==> src/rgc_regs.svh <==
`ifndef RGC_REGS_SVH
`define RGC_REGS_SVH

// ----------------------------------------------------------------------
// Register byte offsets
// ----------------------------------------------------------------------
`define RGC_GCMD_OFF 12'h018
`define RGC_GSTS_OFF 12'h01c
`define RGC_IRTA_OFF 12'h020
`define RGC_IRTP_OFF 12'h024
`define RGC_FEAT_OFF 12'h028

// ----------------------------------------------------------------------
// Command and status bit positions (same position in both words)
// ----------------------------------------------------------------------
`define RGC_AFL_BIT 28
`define RGC_WBF_BIT 27
`define RGC_QIE_BIT 26
`define RGC_IRE_BIT 25
`define RGC_SET_IRQ_TABLE_PTR_BIT 24
`define RGC_CMD_LANE 3

// ----------------------------------------------------------------------
// Reset values
// ----------------------------------------------------------------------
`define RGC_FLAG_RST 1'b0
`define RGC_PTR_RST 32'h0000_0000
`define RGC_BYTE_RST 8'h00
`define RGC_DATA_RST 32'h0000_0000
`define RGC_ADDR_RST 12'h000
`define RGC_STRB_RST 4'h0

// ----------------------------------------------------------------------
// Bus responses
// ----------------------------------------------------------------------
`define RGC_RESP_OKAY 2'b00
`define RGC_RESP_DECERR 2'b11

`endif

==> src/rgc_pkg.sv <==
`default_nettype none

package rgc_pkg;
  typedef logic [11:0] rgc_addr_t;
  typedef logic [31:0] rgc_data_t;
  // Drain / flush handshake sequencer
  typedef enum logic {
    SEQ_IDLE = 1'b0,
    SEQ_WAIT = 1'b1
  } rgc_seq_state_t;
endpackage : rgc_pkg

`default_nettype wire

==> src/rgc_if.sv <==
`timescale 1ns/1ps
`default_nettype none

// ----------------------------------------------------------------------
// Register access between bus slave and register bank
// ----------------------------------------------------------------------
interface rgc_reg_if;
  logic wr_en;
  rgc_pkg::rgc_addr_t wr_addr;
  rgc_pkg::rgc_data_t wr_data;
  logic [3:0] wr_strb;
  logic wr_ok;
  rgc_pkg::rgc_addr_t rd_addr;
  rgc_pkg::rgc_data_t rd_data;
  logic rd_ok;
  modport slv (output wr_en, wr_addr, wr_data, wr_strb, rd_addr,
               input wr_ok, rd_data, rd_ok);
  modport regs (input wr_en, wr_addr, wr_data, wr_strb, rd_addr,
                output wr_ok, rd_data, rd_ok);
endinterface : rgc_reg_if

// ----------------------------------------------------------------------
// Request / done handshake toward the root complex
// ----------------------------------------------------------------------
interface rgc_seq_if;
  logic start;
  logic done_in;
  logic req;
  logic busy;
  logic complete;
  modport ctl (output start, done_in, input req, busy, complete);
  modport seq (input start, done_in, output req, busy, complete);
endinterface : rgc_seq_if

`default_nettype wire

==> src/rgc_top.sv <==
// Our own choices: register access over AXI4-Lite and the placing of the registers.
`timescale 1ns/1ps
`default_nettype none

`include "rgc_regs.svh"

module rgc_top
  import rgc_pkg::*;
#(
  parameter bit SUPPORT_AFL = 1'b1,
  parameter bit REQUIRE_WBF = 1'b1,
  parameter bit SUPPORT_QI = 1'b1,
  parameter bit SUPPORT_IR = 1'b1
) (
  input wire logic aclk,
  input wire logic aresetn,
  input wire logic [11:0] s_axi_awaddr,
  input wire logic [2:0] s_axi_awprot,
  input wire logic s_axi_awvalid,
  output logic s_axi_awready,
  input wire logic [31:0] s_axi_wdata,
  input wire logic [3:0] s_axi_wstrb,
  input wire logic s_axi_wvalid,
  output logic s_axi_wready,
  output logic [1:0] s_axi_bresp,
  output logic s_axi_bvalid,
  input wire logic s_axi_bready,
  input wire logic [11:0] s_axi_araddr,
  input wire logic [2:0] s_axi_arprot,
  input wire logic s_axi_arvalid,
  output logic s_axi_arready,
  output logic [31:0] s_axi_rdata,
  output logic [1:0] s_axi_rresp,
  output logic s_axi_rvalid,
  input wire logic s_axi_rready,
  output logic adv_fault_log_enable,
  output logic write_buffer_flush_req,
  input wire logic write_buffer_flush_done,
  output logic queued_inval_enable,
  output logic irq_remap_enable,
  output logic irq_drain_req,
  input wire logic irq_queue_empty,
  input wire logic irq_txn_idle,
  output logic [31:0] irq_table_ptr
);

  // ----------------------------------------------------------------------
  // Address decode helper
  // ----------------------------------------------------------------------
  // Shared by the write and read paths so both agree on the map
  function automatic logic addr_mapped(input rgc_addr_t a);
    addr_mapped = (a == `RGC_GCMD_OFF) || (a == `RGC_GSTS_OFF) ||
                  (a == `RGC_IRTA_OFF) || (a == `RGC_IRTP_OFF) ||
                  (a == `RGC_FEAT_OFF);
  endfunction : addr_mapped

  // ----------------------------------------------------------------------
  // Bus slave and handshake sequencers
  // ----------------------------------------------------------------------
  rgc_reg_if rb ();
  rgc_seq_if write_buffer_flush ();
  rgc_seq_if ird ();

  // Protection attributes carry no meaning for this bank
  wire unused_prot = ^{s_axi_awprot, s_axi_arprot};

  rgc_axil u_axil (
    .aclk(aclk),
    .aresetn(aresetn),
    .s_axi_awaddr(s_axi_awaddr),
    .s_axi_awvalid(s_axi_awvalid),
    .s_axi_awready(s_axi_awready),
    .s_axi_wdata(s_axi_wdata),
    .s_axi_wstrb(s_axi_wstrb),
    .s_axi_wvalid(s_axi_wvalid),
    .s_axi_wready(s_axi_wready),
    .s_axi_bresp(s_axi_bresp),
    .s_axi_bvalid(s_axi_bvalid),
    .s_axi_bready(s_axi_bready),
    .s_axi_araddr(s_axi_araddr),
    .s_axi_arvalid(s_axi_arvalid),
    .s_axi_arready(s_axi_arready),
    .s_axi_rdata(s_axi_rdata),
    .s_axi_rresp(s_axi_rresp),
    .s_axi_rvalid(s_axi_rvalid),
    .s_axi_rready(s_axi_rready),
    .rb(rb)
  );

  rgc_seq u_wbf_seq (
    .aclk(aclk),
    .aresetn(aresetn),
    .sq(write_buffer_flush)
  );

  rgc_seq u_irq_drain_seq (
    .aclk(aclk),
    .aresetn(aresetn),
    .sq(ird)
  );

  // ----------------------------------------------------------------------
  // State
  // ----------------------------------------------------------------------
  logic afl_status_ff;
  logic wbf_status_ff;
  logic qi_status_ff;
  logic ir_status_ff;
  logic ir_target_ff;
  logic ptr_status_ff;
  logic ptr_loaded_ff;
  rgc_data_t irq_table_address_ff;
  rgc_data_t irq_table_ptr_ff;

  // ----------------------------------------------------------------------
  // Command decode
  // ----------------------------------------------------------------------
  // Command bits live in the top byte, so that lane must be enabled
  wire gcmd_wr = rb.wr_en && (rb.wr_addr == `RGC_GCMD_OFF) && rb.wr_strb[`RGC_CMD_LANE];
  wire irta_wr = rb.wr_en && (rb.wr_addr == `RGC_IRTA_OFF);
  wire cmd_afl = rb.wr_data[`RGC_AFL_BIT];
  wire cmd_wbf = rb.wr_data[`RGC_WBF_BIT];
  wire cmd_qie = rb.wr_data[`RGC_QIE_BIT];
  wire cmd_ire = rb.wr_data[`RGC_IRE_BIT];
  wire cmd_set_irq_table_ptr = rb.wr_data[`RGC_SET_IRQ_TABLE_PTR_BIT];

  wire afl_wr = gcmd_wr && SUPPORT_AFL;
  wire qi_wr = gcmd_wr && SUPPORT_QI;
  wire wbf_start = gcmd_wr && REQUIRE_WBF && cmd_wbf && !write_buffer_flush.busy;
  wire set_irq_table_ptr_wr = gcmd_wr && SUPPORT_IR && cmd_set_irq_table_ptr;
  // A drain already running keeps its target; a same-value write is a no-op
  wire ire_start = gcmd_wr && SUPPORT_IR && (cmd_ire != ir_status_ff) && !ird.busy;

  // Sequencer hookup
  assign write_buffer_flush.start = wbf_start;
  assign write_buffer_flush.done_in = write_buffer_flush_done;
  assign ird.start = ire_start;
  assign ird.done_in = irq_queue_empty && irq_txn_idle;

  // ----------------------------------------------------------------------
  // Fault logging and queued invalidation
  // ----------------------------------------------------------------------
  // Enable and status share one flop
  wire nxt_afl_status = afl_wr ? cmd_afl : afl_status_ff;
  wire nxt_qi_status = qi_wr ? cmd_qie : qi_status_ff;

  always_ff @(posedge aclk) begin
    if (!aresetn) begin
      afl_status_ff <= `RGC_FLAG_RST;
      qi_status_ff <= `RGC_FLAG_RST;
    end else begin
      afl_status_ff <= nxt_afl_status;
      qi_status_ff <= nxt_qi_status;
    end
  end

  // ----------------------------------------------------------------------
  // Write buffer flush
  // ----------------------------------------------------------------------
  // Status high while flushing
  wire nxt_wbf_status = wbf_start ? 1'b1 : (write_buffer_flush.complete ? 1'b0 : wbf_status_ff);

  always_ff @(posedge aclk) begin
    if (!aresetn) wbf_status_ff <= `RGC_FLAG_RST;
    else wbf_status_ff <= nxt_wbf_status;
  end

  // ----------------------------------------------------------------------
  // Interrupt remapping enable
  // ----------------------------------------------------------------------
  // Switch on drain completion
  wire nxt_ir_status = ird.complete ? ir_target_ff : ir_status_ff;
  wire nxt_ir_target = ire_start ? cmd_ire : ir_target_ff;

  always_ff @(posedge aclk) begin
    if (!aresetn) begin
      ir_status_ff <= `RGC_FLAG_RST;
      ir_target_ff <= `RGC_FLAG_RST;
    end else begin
      ir_status_ff <= nxt_ir_status;
      ir_target_ff <= nxt_ir_target;
    end
  end

  // ----------------------------------------------------------------------
  // Interrupt remap table pointer
  // ----------------------------------------------------------------------
  // Address register takes byte lanes one by one
  genvar gi;
  generate
    for (gi = 0; gi < 4; gi++) begin : g_irta_lane
      always_ff @(posedge aclk) begin
        if (!aresetn) irq_table_address_ff[gi*8 +: 8] <= `RGC_BYTE_RST;
        else if (irta_wr && rb.wr_strb[gi])
          irq_table_address_ff[gi*8 +: 8] <= rb.wr_data[gi*8 +: 8];
      end
    end
  endgenerate

  // Load pointer, clear status, set one cycle later
  wire nxt_ptr_status = set_irq_table_ptr_wr ? 1'b0 : 1'b1;
  always_ff @(posedge aclk) begin
    if (!aresetn) begin
      irq_table_ptr_ff <= `RGC_PTR_RST;
      ptr_status_ff <= `RGC_FLAG_RST;
    end else begin
      if (set_irq_table_ptr_wr) irq_table_ptr_ff <= irq_table_address_ff;
      if (set_irq_table_ptr_wr || ptr_status_ff == 1'b0 && ptr_loaded_ff) ptr_status_ff <= nxt_ptr_status;
    end
  end

  // Remembers that a load has happened, so status only rises after one
  always_ff @(posedge aclk) begin
    if (!aresetn) ptr_loaded_ff <= `RGC_FLAG_RST;
    else if (set_irq_table_ptr_wr) ptr_loaded_ff <= 1'b1;
  end

  // ----------------------------------------------------------------------
  // Read mux
  // ----------------------------------------------------------------------
  wire [31:0] gsts_word = (32'(afl_status_ff) << `RGC_AFL_BIT) |
                          (32'(wbf_status_ff) << `RGC_WBF_BIT) |
                          (32'(qi_status_ff) << `RGC_QIE_BIT) |
                          (32'(ir_status_ff) << `RGC_IRE_BIT) |
                          (32'(ptr_status_ff) << `RGC_SET_IRQ_TABLE_PTR_BIT);
  wire [31:0] feat_word = {28'h0000000, SUPPORT_IR, SUPPORT_QI, REQUIRE_WBF, SUPPORT_AFL};
  assign rb.rd_data = (rb.rd_addr == `RGC_GSTS_OFF) ? gsts_word :
                      (rb.rd_addr == `RGC_IRTA_OFF) ? irq_table_address_ff :
                      (rb.rd_addr == `RGC_IRTP_OFF) ? irq_table_ptr_ff :
                      (rb.rd_addr == `RGC_FEAT_OFF) ? feat_word : `RGC_DATA_RST;
  assign rb.rd_ok = addr_mapped(rb.rd_addr);
  // Writes to read-only words are accepted and dropped
  assign rb.wr_ok = addr_mapped(rb.wr_addr);

  // ----------------------------------------------------------------------
  // Outputs
  // ----------------------------------------------------------------------
  // Flush request held until done
  assign write_buffer_flush_req = write_buffer_flush.req;
  assign irq_drain_req = ird.req;
  assign adv_fault_log_enable = afl_status_ff;
  assign queued_inval_enable = qi_status_ff;
  assign irq_remap_enable = ir_status_ff;
  assign irq_table_ptr = irq_table_ptr_ff;
endmodule : rgc_top

`default_nettype wire

==> src/rgc_seq.sv <==
`timescale 1ns/1ps
`default_nettype none

module rgc_seq
  import rgc_pkg::*;
(
  input wire logic aclk,
  input wire logic aresetn,
  rgc_seq_if.seq sq
);

  rgc_seq_state_t state_ff;
  rgc_seq_state_t nxt_state;

  // Request stands until the far side reports done
  always_comb begin
    nxt_state = state_ff;
    unique case (state_ff)
      SEQ_IDLE: if (sq.start) nxt_state = SEQ_WAIT;
      SEQ_WAIT: if (sq.done_in) nxt_state = SEQ_IDLE;
    endcase
  end

  always_ff @(posedge aclk) begin
    if (!aresetn) state_ff <= SEQ_IDLE;
    else state_ff <= nxt_state;
  end

  // Completion is the done cycle itself, so the caller switches at that edge
  assign sq.req = (state_ff == SEQ_WAIT);
  assign sq.busy = (state_ff == SEQ_WAIT);
  assign sq.complete = (state_ff == SEQ_WAIT) && sq.done_in;
endmodule : rgc_seq

`default_nettype wire

==> src/rgc_axil.sv <==
`timescale 1ns/1ps
`default_nettype none

`include "rgc_regs.svh"

module rgc_axil
  import rgc_pkg::*;
(
  input wire logic aclk,
  input wire logic aresetn,
  input wire logic [11:0] s_axi_awaddr,
  input wire logic s_axi_awvalid,
  output logic s_axi_awready,
  input wire logic [31:0] s_axi_wdata,
  input wire logic [3:0] s_axi_wstrb,
  input wire logic s_axi_wvalid,
  output logic s_axi_wready,
  output logic [1:0] s_axi_bresp,
  output logic s_axi_bvalid,
  input wire logic s_axi_bready,
  input wire logic [11:0] s_axi_araddr,
  input wire logic s_axi_arvalid,
  output logic s_axi_arready,
  output logic [31:0] s_axi_rdata,
  output logic [1:0] s_axi_rresp,
  output logic s_axi_rvalid,
  input wire logic s_axi_rready,
  rgc_reg_if.slv rb
);

  logic aw_ff, w_ff, bvalid_ff, rvalid_ff;
  rgc_addr_t awaddr_ff;
  rgc_data_t wdata_ff, rdata_ff;
  logic [3:0] wstrb_ff;
  logic [1:0] bresp_ff, rresp_ff;

  // Address and data are held apart so either may come first
  assign s_axi_awready = !aw_ff && !bvalid_ff;
  assign s_axi_wready = !w_ff && !bvalid_ff;
  assign s_axi_arready = !rvalid_ff;
  wire aw_hs = s_axi_awvalid && s_axi_awready;
  wire w_hs = s_axi_wvalid && s_axi_wready;
  wire ar_hs = s_axi_arvalid && s_axi_arready;

  // Register write strobe once both halves are held
  assign rb.wr_en = aw_ff && w_ff;
  assign rb.wr_addr = awaddr_ff;
  assign rb.wr_data = wdata_ff;
  assign rb.wr_strb = wstrb_ff;
  assign rb.rd_addr = s_axi_araddr;

  // Write channels
  always_ff @(posedge aclk) begin
    if (!aresetn) begin
      aw_ff <= `RGC_FLAG_RST;
      w_ff <= `RGC_FLAG_RST;
      awaddr_ff <= `RGC_ADDR_RST;
      wdata_ff <= `RGC_DATA_RST;
      wstrb_ff <= `RGC_STRB_RST;
      bvalid_ff <= `RGC_FLAG_RST;
      bresp_ff <= `RGC_RESP_OKAY;
    end else begin
      if (aw_hs) begin
        aw_ff <= 1'b1;
        awaddr_ff <= s_axi_awaddr;
      end
      if (w_hs) begin
        w_ff <= 1'b1;
        wdata_ff <= s_axi_wdata;
        wstrb_ff <= s_axi_wstrb;
      end
      if (rb.wr_en) begin
        aw_ff <= 1'b0;
        w_ff <= 1'b0;
        bvalid_ff <= 1'b1;
        bresp_ff <= rb.wr_ok ? `RGC_RESP_OKAY : `RGC_RESP_DECERR;
      end else if (s_axi_bready) begin
        bvalid_ff <= 1'b0;
      end
    end
  end

  // Read channel, data registered on the address handshake
  always_ff @(posedge aclk) begin
    if (!aresetn) begin
      rvalid_ff <= `RGC_FLAG_RST;
      rdata_ff <= `RGC_DATA_RST;
      rresp_ff <= `RGC_RESP_OKAY;
    end else if (ar_hs) begin
      rvalid_ff <= 1'b1;
      rdata_ff <= rb.rd_ok ? rb.rd_data : `RGC_DATA_RST;
      rresp_ff <= rb.rd_ok ? `RGC_RESP_OKAY : `RGC_RESP_DECERR;
    end else if (s_axi_rready) begin
      rvalid_ff <= 1'b0;
    end
  end

  assign s_axi_bvalid = bvalid_ff;
  assign s_axi_bresp = bresp_ff;
  assign s_axi_rvalid = rvalid_ff;
  assign s_axi_rdata = rdata_ff;
  assign s_axi_rresp = rresp_ff;

endmodule : rgc_axil

`default_nettype wire

==> config.mk <==
export PLATFORM = sky130hd
export DESIGN_NAME = rgc_top
export DESIGN_NICKNAME = d
export VERILOG_FILES = /design/src/rgc_pkg.sv /design/src/rgc_if.sv /design/src/rgc_top.sv /design/src/rgc_seq.sv /design/src/rgc_axil.sv
export VERILOG_INCLUDE_DIRS = /design/src
export SDC_FILE = /design/constraint.sdc
export NUM_CORES = 1
export LEC_CHECK = 0
export ABC_AREA = 1
export BUFFER_PORTS_ARGS = -buffer_cell sky130_fd_sc_hd__buf_2
export CORE_MARGIN = 10
export CORE_UTILIZATION = 50
export CTS_CLUSTER_DIAMETER = 50
export DETAILED_ROUTE_END_ITERATION = 12
export PLACE_DENSITY = 0.75
export SYNTH_ARGS = -nofsm -noshare
export SYNTH_HDL_FRONTEND = slang
export SYNTH_SLANG_ARGS = --single-unit
export TNS_END_PERCENT = 10
==> constraint.sdc <==
create_clock -name aclk -period 1.86 [get_ports aclk]
set_clock_uncertainty 0.2 [all_clocks]
set_input_delay 0.372 -clock aclk [delete_from_list [all_inputs] [get_ports aclk]]
set_output_delay 0.372 -clock aclk [all_outputs]
set_load 0.005 [all_outputs]
==> flow_metrics.env <==
export IMPL_status="completed"
export IMPL_final_net_count=1116
export IMPL_p_total_mw=7.53
export IMPL_clock_root_buffer="clkbuf_16"
export IMPL_sw_frac_of_total=0.236
export IMPL_grt_pass1_wl_um=28800
export IMPL_grtUsageMet3=0.0542
export IMPL_hold_viol_final=0
export IMPL_min_to="u_axil.rb.wr_data[27]"
export IMPL_routedWlPerCell_um=14.1
export IMPL_synth_edf_count=0
export IMPL_yosysMostFrequentCell="nor2_1"
export IMPL_r2r_end="irq_table_address_ff[14]"
export IMPL_p_leak_nw=3.76
export IMPL_synth_seq_cells=159
export IMPL_seqCellArea_um2=3180
export IMPL_setup_viol=0
export IMPL_maxCapViolations=0
export IMPL_max_freq_mhz=566
export IMPL_cp_slowest_cell="dfxtp_1"
export IMPL_die_y_um=135
export IMPL_crit_type="reg -> reg"
export IMPL_crit_chain="inv_1, nand4_1, nor2_4, nand4_4, o21ai_0, nor2_1"
export IMPL_critPathRequiredTime_ps=1970
export IMPL_cts_buffers=17
export IMPL_n_antenna_cell=0
export IMPL_initial_core_util=0.517
export IMPL_grt_overflow_total=0
export IMPL_path_buf_inv=1
export IMPL_grt_usage=0.193
export IMPL_worstSetupStartpoint="u_axil.rb.wr_addr[9]"
export IMPL_grt_pass1_vias=5928
export IMPL_tritoncts="yes"
export IMPL_yosysSeqAreaShare=0.482
export IMPL_rrSetupSlack_ps=90
export IMPL_coreArea_um2=12800
export IMPL_min_period_over_period=0.950
export IMPL_design_area_um2=8240
export IMPL_hold_ws_ps=17.1
export IMPL_end_kind="flip-flop"
export IMPL_hpwl_um=12000
export IMPL_drcViolationCount=0
export IMPL_die_area_um2=18200
export IMPL_n_fill_cell=1131
export IMPL_min_delay_path_depth=3
export IMPL_power_frac_seq=0.476
export IMPL_slew_viol_final=0
export IMPL_via_per_inst=4.95
export IMPL_rsz0062_at_grt="true"
export IMPL_num_rows=41
export IMPL_drt_iter0_drc=439
export IMPL_post_route_min_period_ps=1770
export IMPL_synth_top_area_share=0.482
export IMPL_drtAntennaViolNets=0
export IMPL_slew_headroom=0.732
export IMPL_synthToLayoutAreaGrowth_pct=24.8
export IMPL_use_met1=0.219
export IMPL_busiest_layer="met2"
export IMPL_synth_async_reset_ratio=0
export IMPL_hp_class="in -> reg"
export IMPL_p_switching_mw=1.78
export IMPL_cts_clk_slew_worst_paths_ps=60
export IMPL_synth_ff_type="dfxtp_1"
export IMPL_dieWidth_um=135
export IMPL_syn_area_per_cell_um2=7.42
export IMPL_netlist_area_um2=6600
export IMPL_gp_congestion=0.830
export IMPL_clkPwrFrac=0.441
export IMPL_grt_max_degree=40
export IMPL_htreeDepth=4
export IMPL_drive_gt1_frac=0.232
export IMPL_crit_arrival_ps=1880
export IMPL_yosys_warnings=0
export IMPL_worst_slew_pin_slew_ps=402
export IMPL_critPathTopFamily="simple AND/OR/NAND/NOR gates"
export IMPL_synthesis_nets=965
export IMPL_ios=154
export IMPL_reg2reg_from="u_axil.rb.wr_addr[9]"
export IMPL_placed_area_um2=7490
export IMPL_synth_common_cells="nor2_1 (168), dfxtp_1 (159), o21ai_0 (117), nand2_1 (113), inv_1 (85)"
export IMPL_critPathMaxFanout=16
export IMPL_antenna_found_initial=0
export IMPL_min_delay_start="s_axi_wdata[27]"
export IMPL_synth_cell_type_count=32
export IMPL_numPortBuffers=147
export IMPL_cts_sinks=159
export IMPL_cpPeakStageDelay_ps=300
export IMPL_p_per_area_nw_per_um2=914
export IMPL_reg2regPathDepth=6
export IMPL_yosys_area_top_type="dfxtp_1"
export IMPL_vias=6055
export IMPL_syn_inst=889
export IMPL_intPower_mw=5.75
export IMPL_start_kind="flip-flop"
export IMPL_use_met2=0.329
export IMPL_clockBufferDepth=2
export IMPL_firstDrtPassIters=5
export IMPL_worstSkewPairLatency_ps=420
export IMPL_synthTopCellsByArea="dfxtp_1 (48%), nor2_1 (9.6%), o21ai_0 (8.9%)"
export IMPL_pwr_share_comb=0.083
export IMPL_drt_wl_total_um=17300
export IMPL_ir_drop_mv=0.611
export IMPL_multi_input_area_um2=2790
[state kept, by name, indices dropped and copies added, names as in the netlist, 4 cells and up]
register              flops
u_axil.rb.wr_addr        12
u_axil.rb.wr_strb         4
irq_table_ptr            32
u_axil.s_axi_rdata       32
irq_table_address_ff     32
u_axil.rb.wr_data        32
[per-layer routing]
layer | wire (um) | vias up
met5 | 0 | -
met4 | 443 | 0
met3 | 1060 | 31
met2 | 8350 | 173
met1 | 7410 | 2700
li1 | - | 3151
[tightest hold or removal path: stages]
cell,delay [ps]
buf_2,70
o21ai_0,80
nor2_1,80
[logic make-up after synthesis]
family	count (synthesis)	synth area share
flops	159	0.482
buf+inv	143	0.0965
compound gates	206	0.159
simple gates	381	0.262
[placed cells by master, fill, tap and decap left out]
master | netlist | routed
a21oi_1 | 59 | 59
or2_2 | 4 | 4
and3_2 | 1 | 1
nor3_1 | 2 | 2
o31ai_1 | 1 | 1
buf_4 | 3 | 15
inv_6 | 0 | 1
clkinvlp_4 | 0 | 3
nor2_2 | 20 | 18
o22ai_1 | 1 | 1
o211ai_2 | 1 | 1
clkbuf_1 | 28 | 2
bufinv_16 | 0 | 2
nand3_2 | 2 | 2
nor2_8 | 1 | 1
buf_2 | 9 | 146
nor2_4 | 6 | 8
inv_8 | 0 | 1
a31oi_1 | 1 | 1
nand4_4 | 4 | 4
nand3_1 | 51 | 51
dfxtp_1 | 159 | 159
buf_12 | 0 | 6
inv_1 | 85 | 84
inv_2 | 2 | 3
nand2_1 | 113 | 113
o21ai_2 | 0 | 1
o21ai_1 | 24 | 23
nor2_1 | 168 | 168
clkinv_1 | 3 | 3
o21ai_0 | 117 | 117
nand2_2 | 3 | 3
nand2_4 | 1 | 1
clkinv_2 | 0 | 5
nand4_1 | 5 | 5
o21a_1 | 2 | 2
clkbuf_8 | 0 | 1
dlygate4sd3_1 | 0 | 17
clkbuf_16 | 0 | 17
[power by group through the flow]
| stage | registers, mW | logic [mW] | clock network [mW] |
|---|---|---|---|
| 2_1_floorplan | 3.64 | 0.384 | 0 |
| 6_report | 3.59 | 0.625 | 3.32 |
| 3_5_place_dp | 3.66 | 0.591 | 0 |
| 3_3_place_gp | 3.65 | 0.579 | 0 |
| 4_1_cts | 3.58 | 0.621 | 3.38 |
| 5_1_grt | 3.60 | 0.711 | 3.50 |
[how the worst max path moves through the flow]
stage,cells past startpoint,slack [ps],end
final,6,90,irq_table_address_ff[14]
after global routing,6,-70,irq_table_address_ff[24]
after CTS,6,50,irq_table_address_ff[14]
after detailed placement,6,70,irq_table_address_ff[14]
after global placement,8,90,u_axil.s_axi_rdata[13]
after floorplan,9,290,u_axil.s_axi_rdata[23]
[per-stage QoR]
stage	setup slack [ps]	utilization	cells	TNS (ps)
after CTS	54.1	0.643	1224	0
after global routing	-67.7	0.645	1224	-451
after floorplan	295	-	889	0
after global placement	86.9	0.586	1176	0
final	93.1	0.645	1224	0
after detailed placement	72.0	0.586	1176	0
[cell type report]
| class | count | area share |
|---|---|---|
| Multi-Input combinational cell | 587 | 0.339 |
| Timing Repair Buffer | 184 | 0.138 |
| Clock buffer | 20 | 0.0542 |
| Inverter | 91 | 0.0424 |
| Tap cell | 172 | 0.0261 |
| Clock inverter | 11 | 0.0141 |
| Sequential cell | 159 | 0.386 |
[timing repair]
item	CTS	global route
endpoints found under the hold margin	17	0
gates resized for setup	0	6
hold buffers	17	0
setup endpoints to repair	0	52
buffers inserted	0	0
Power figures use the tool's default switching activity.
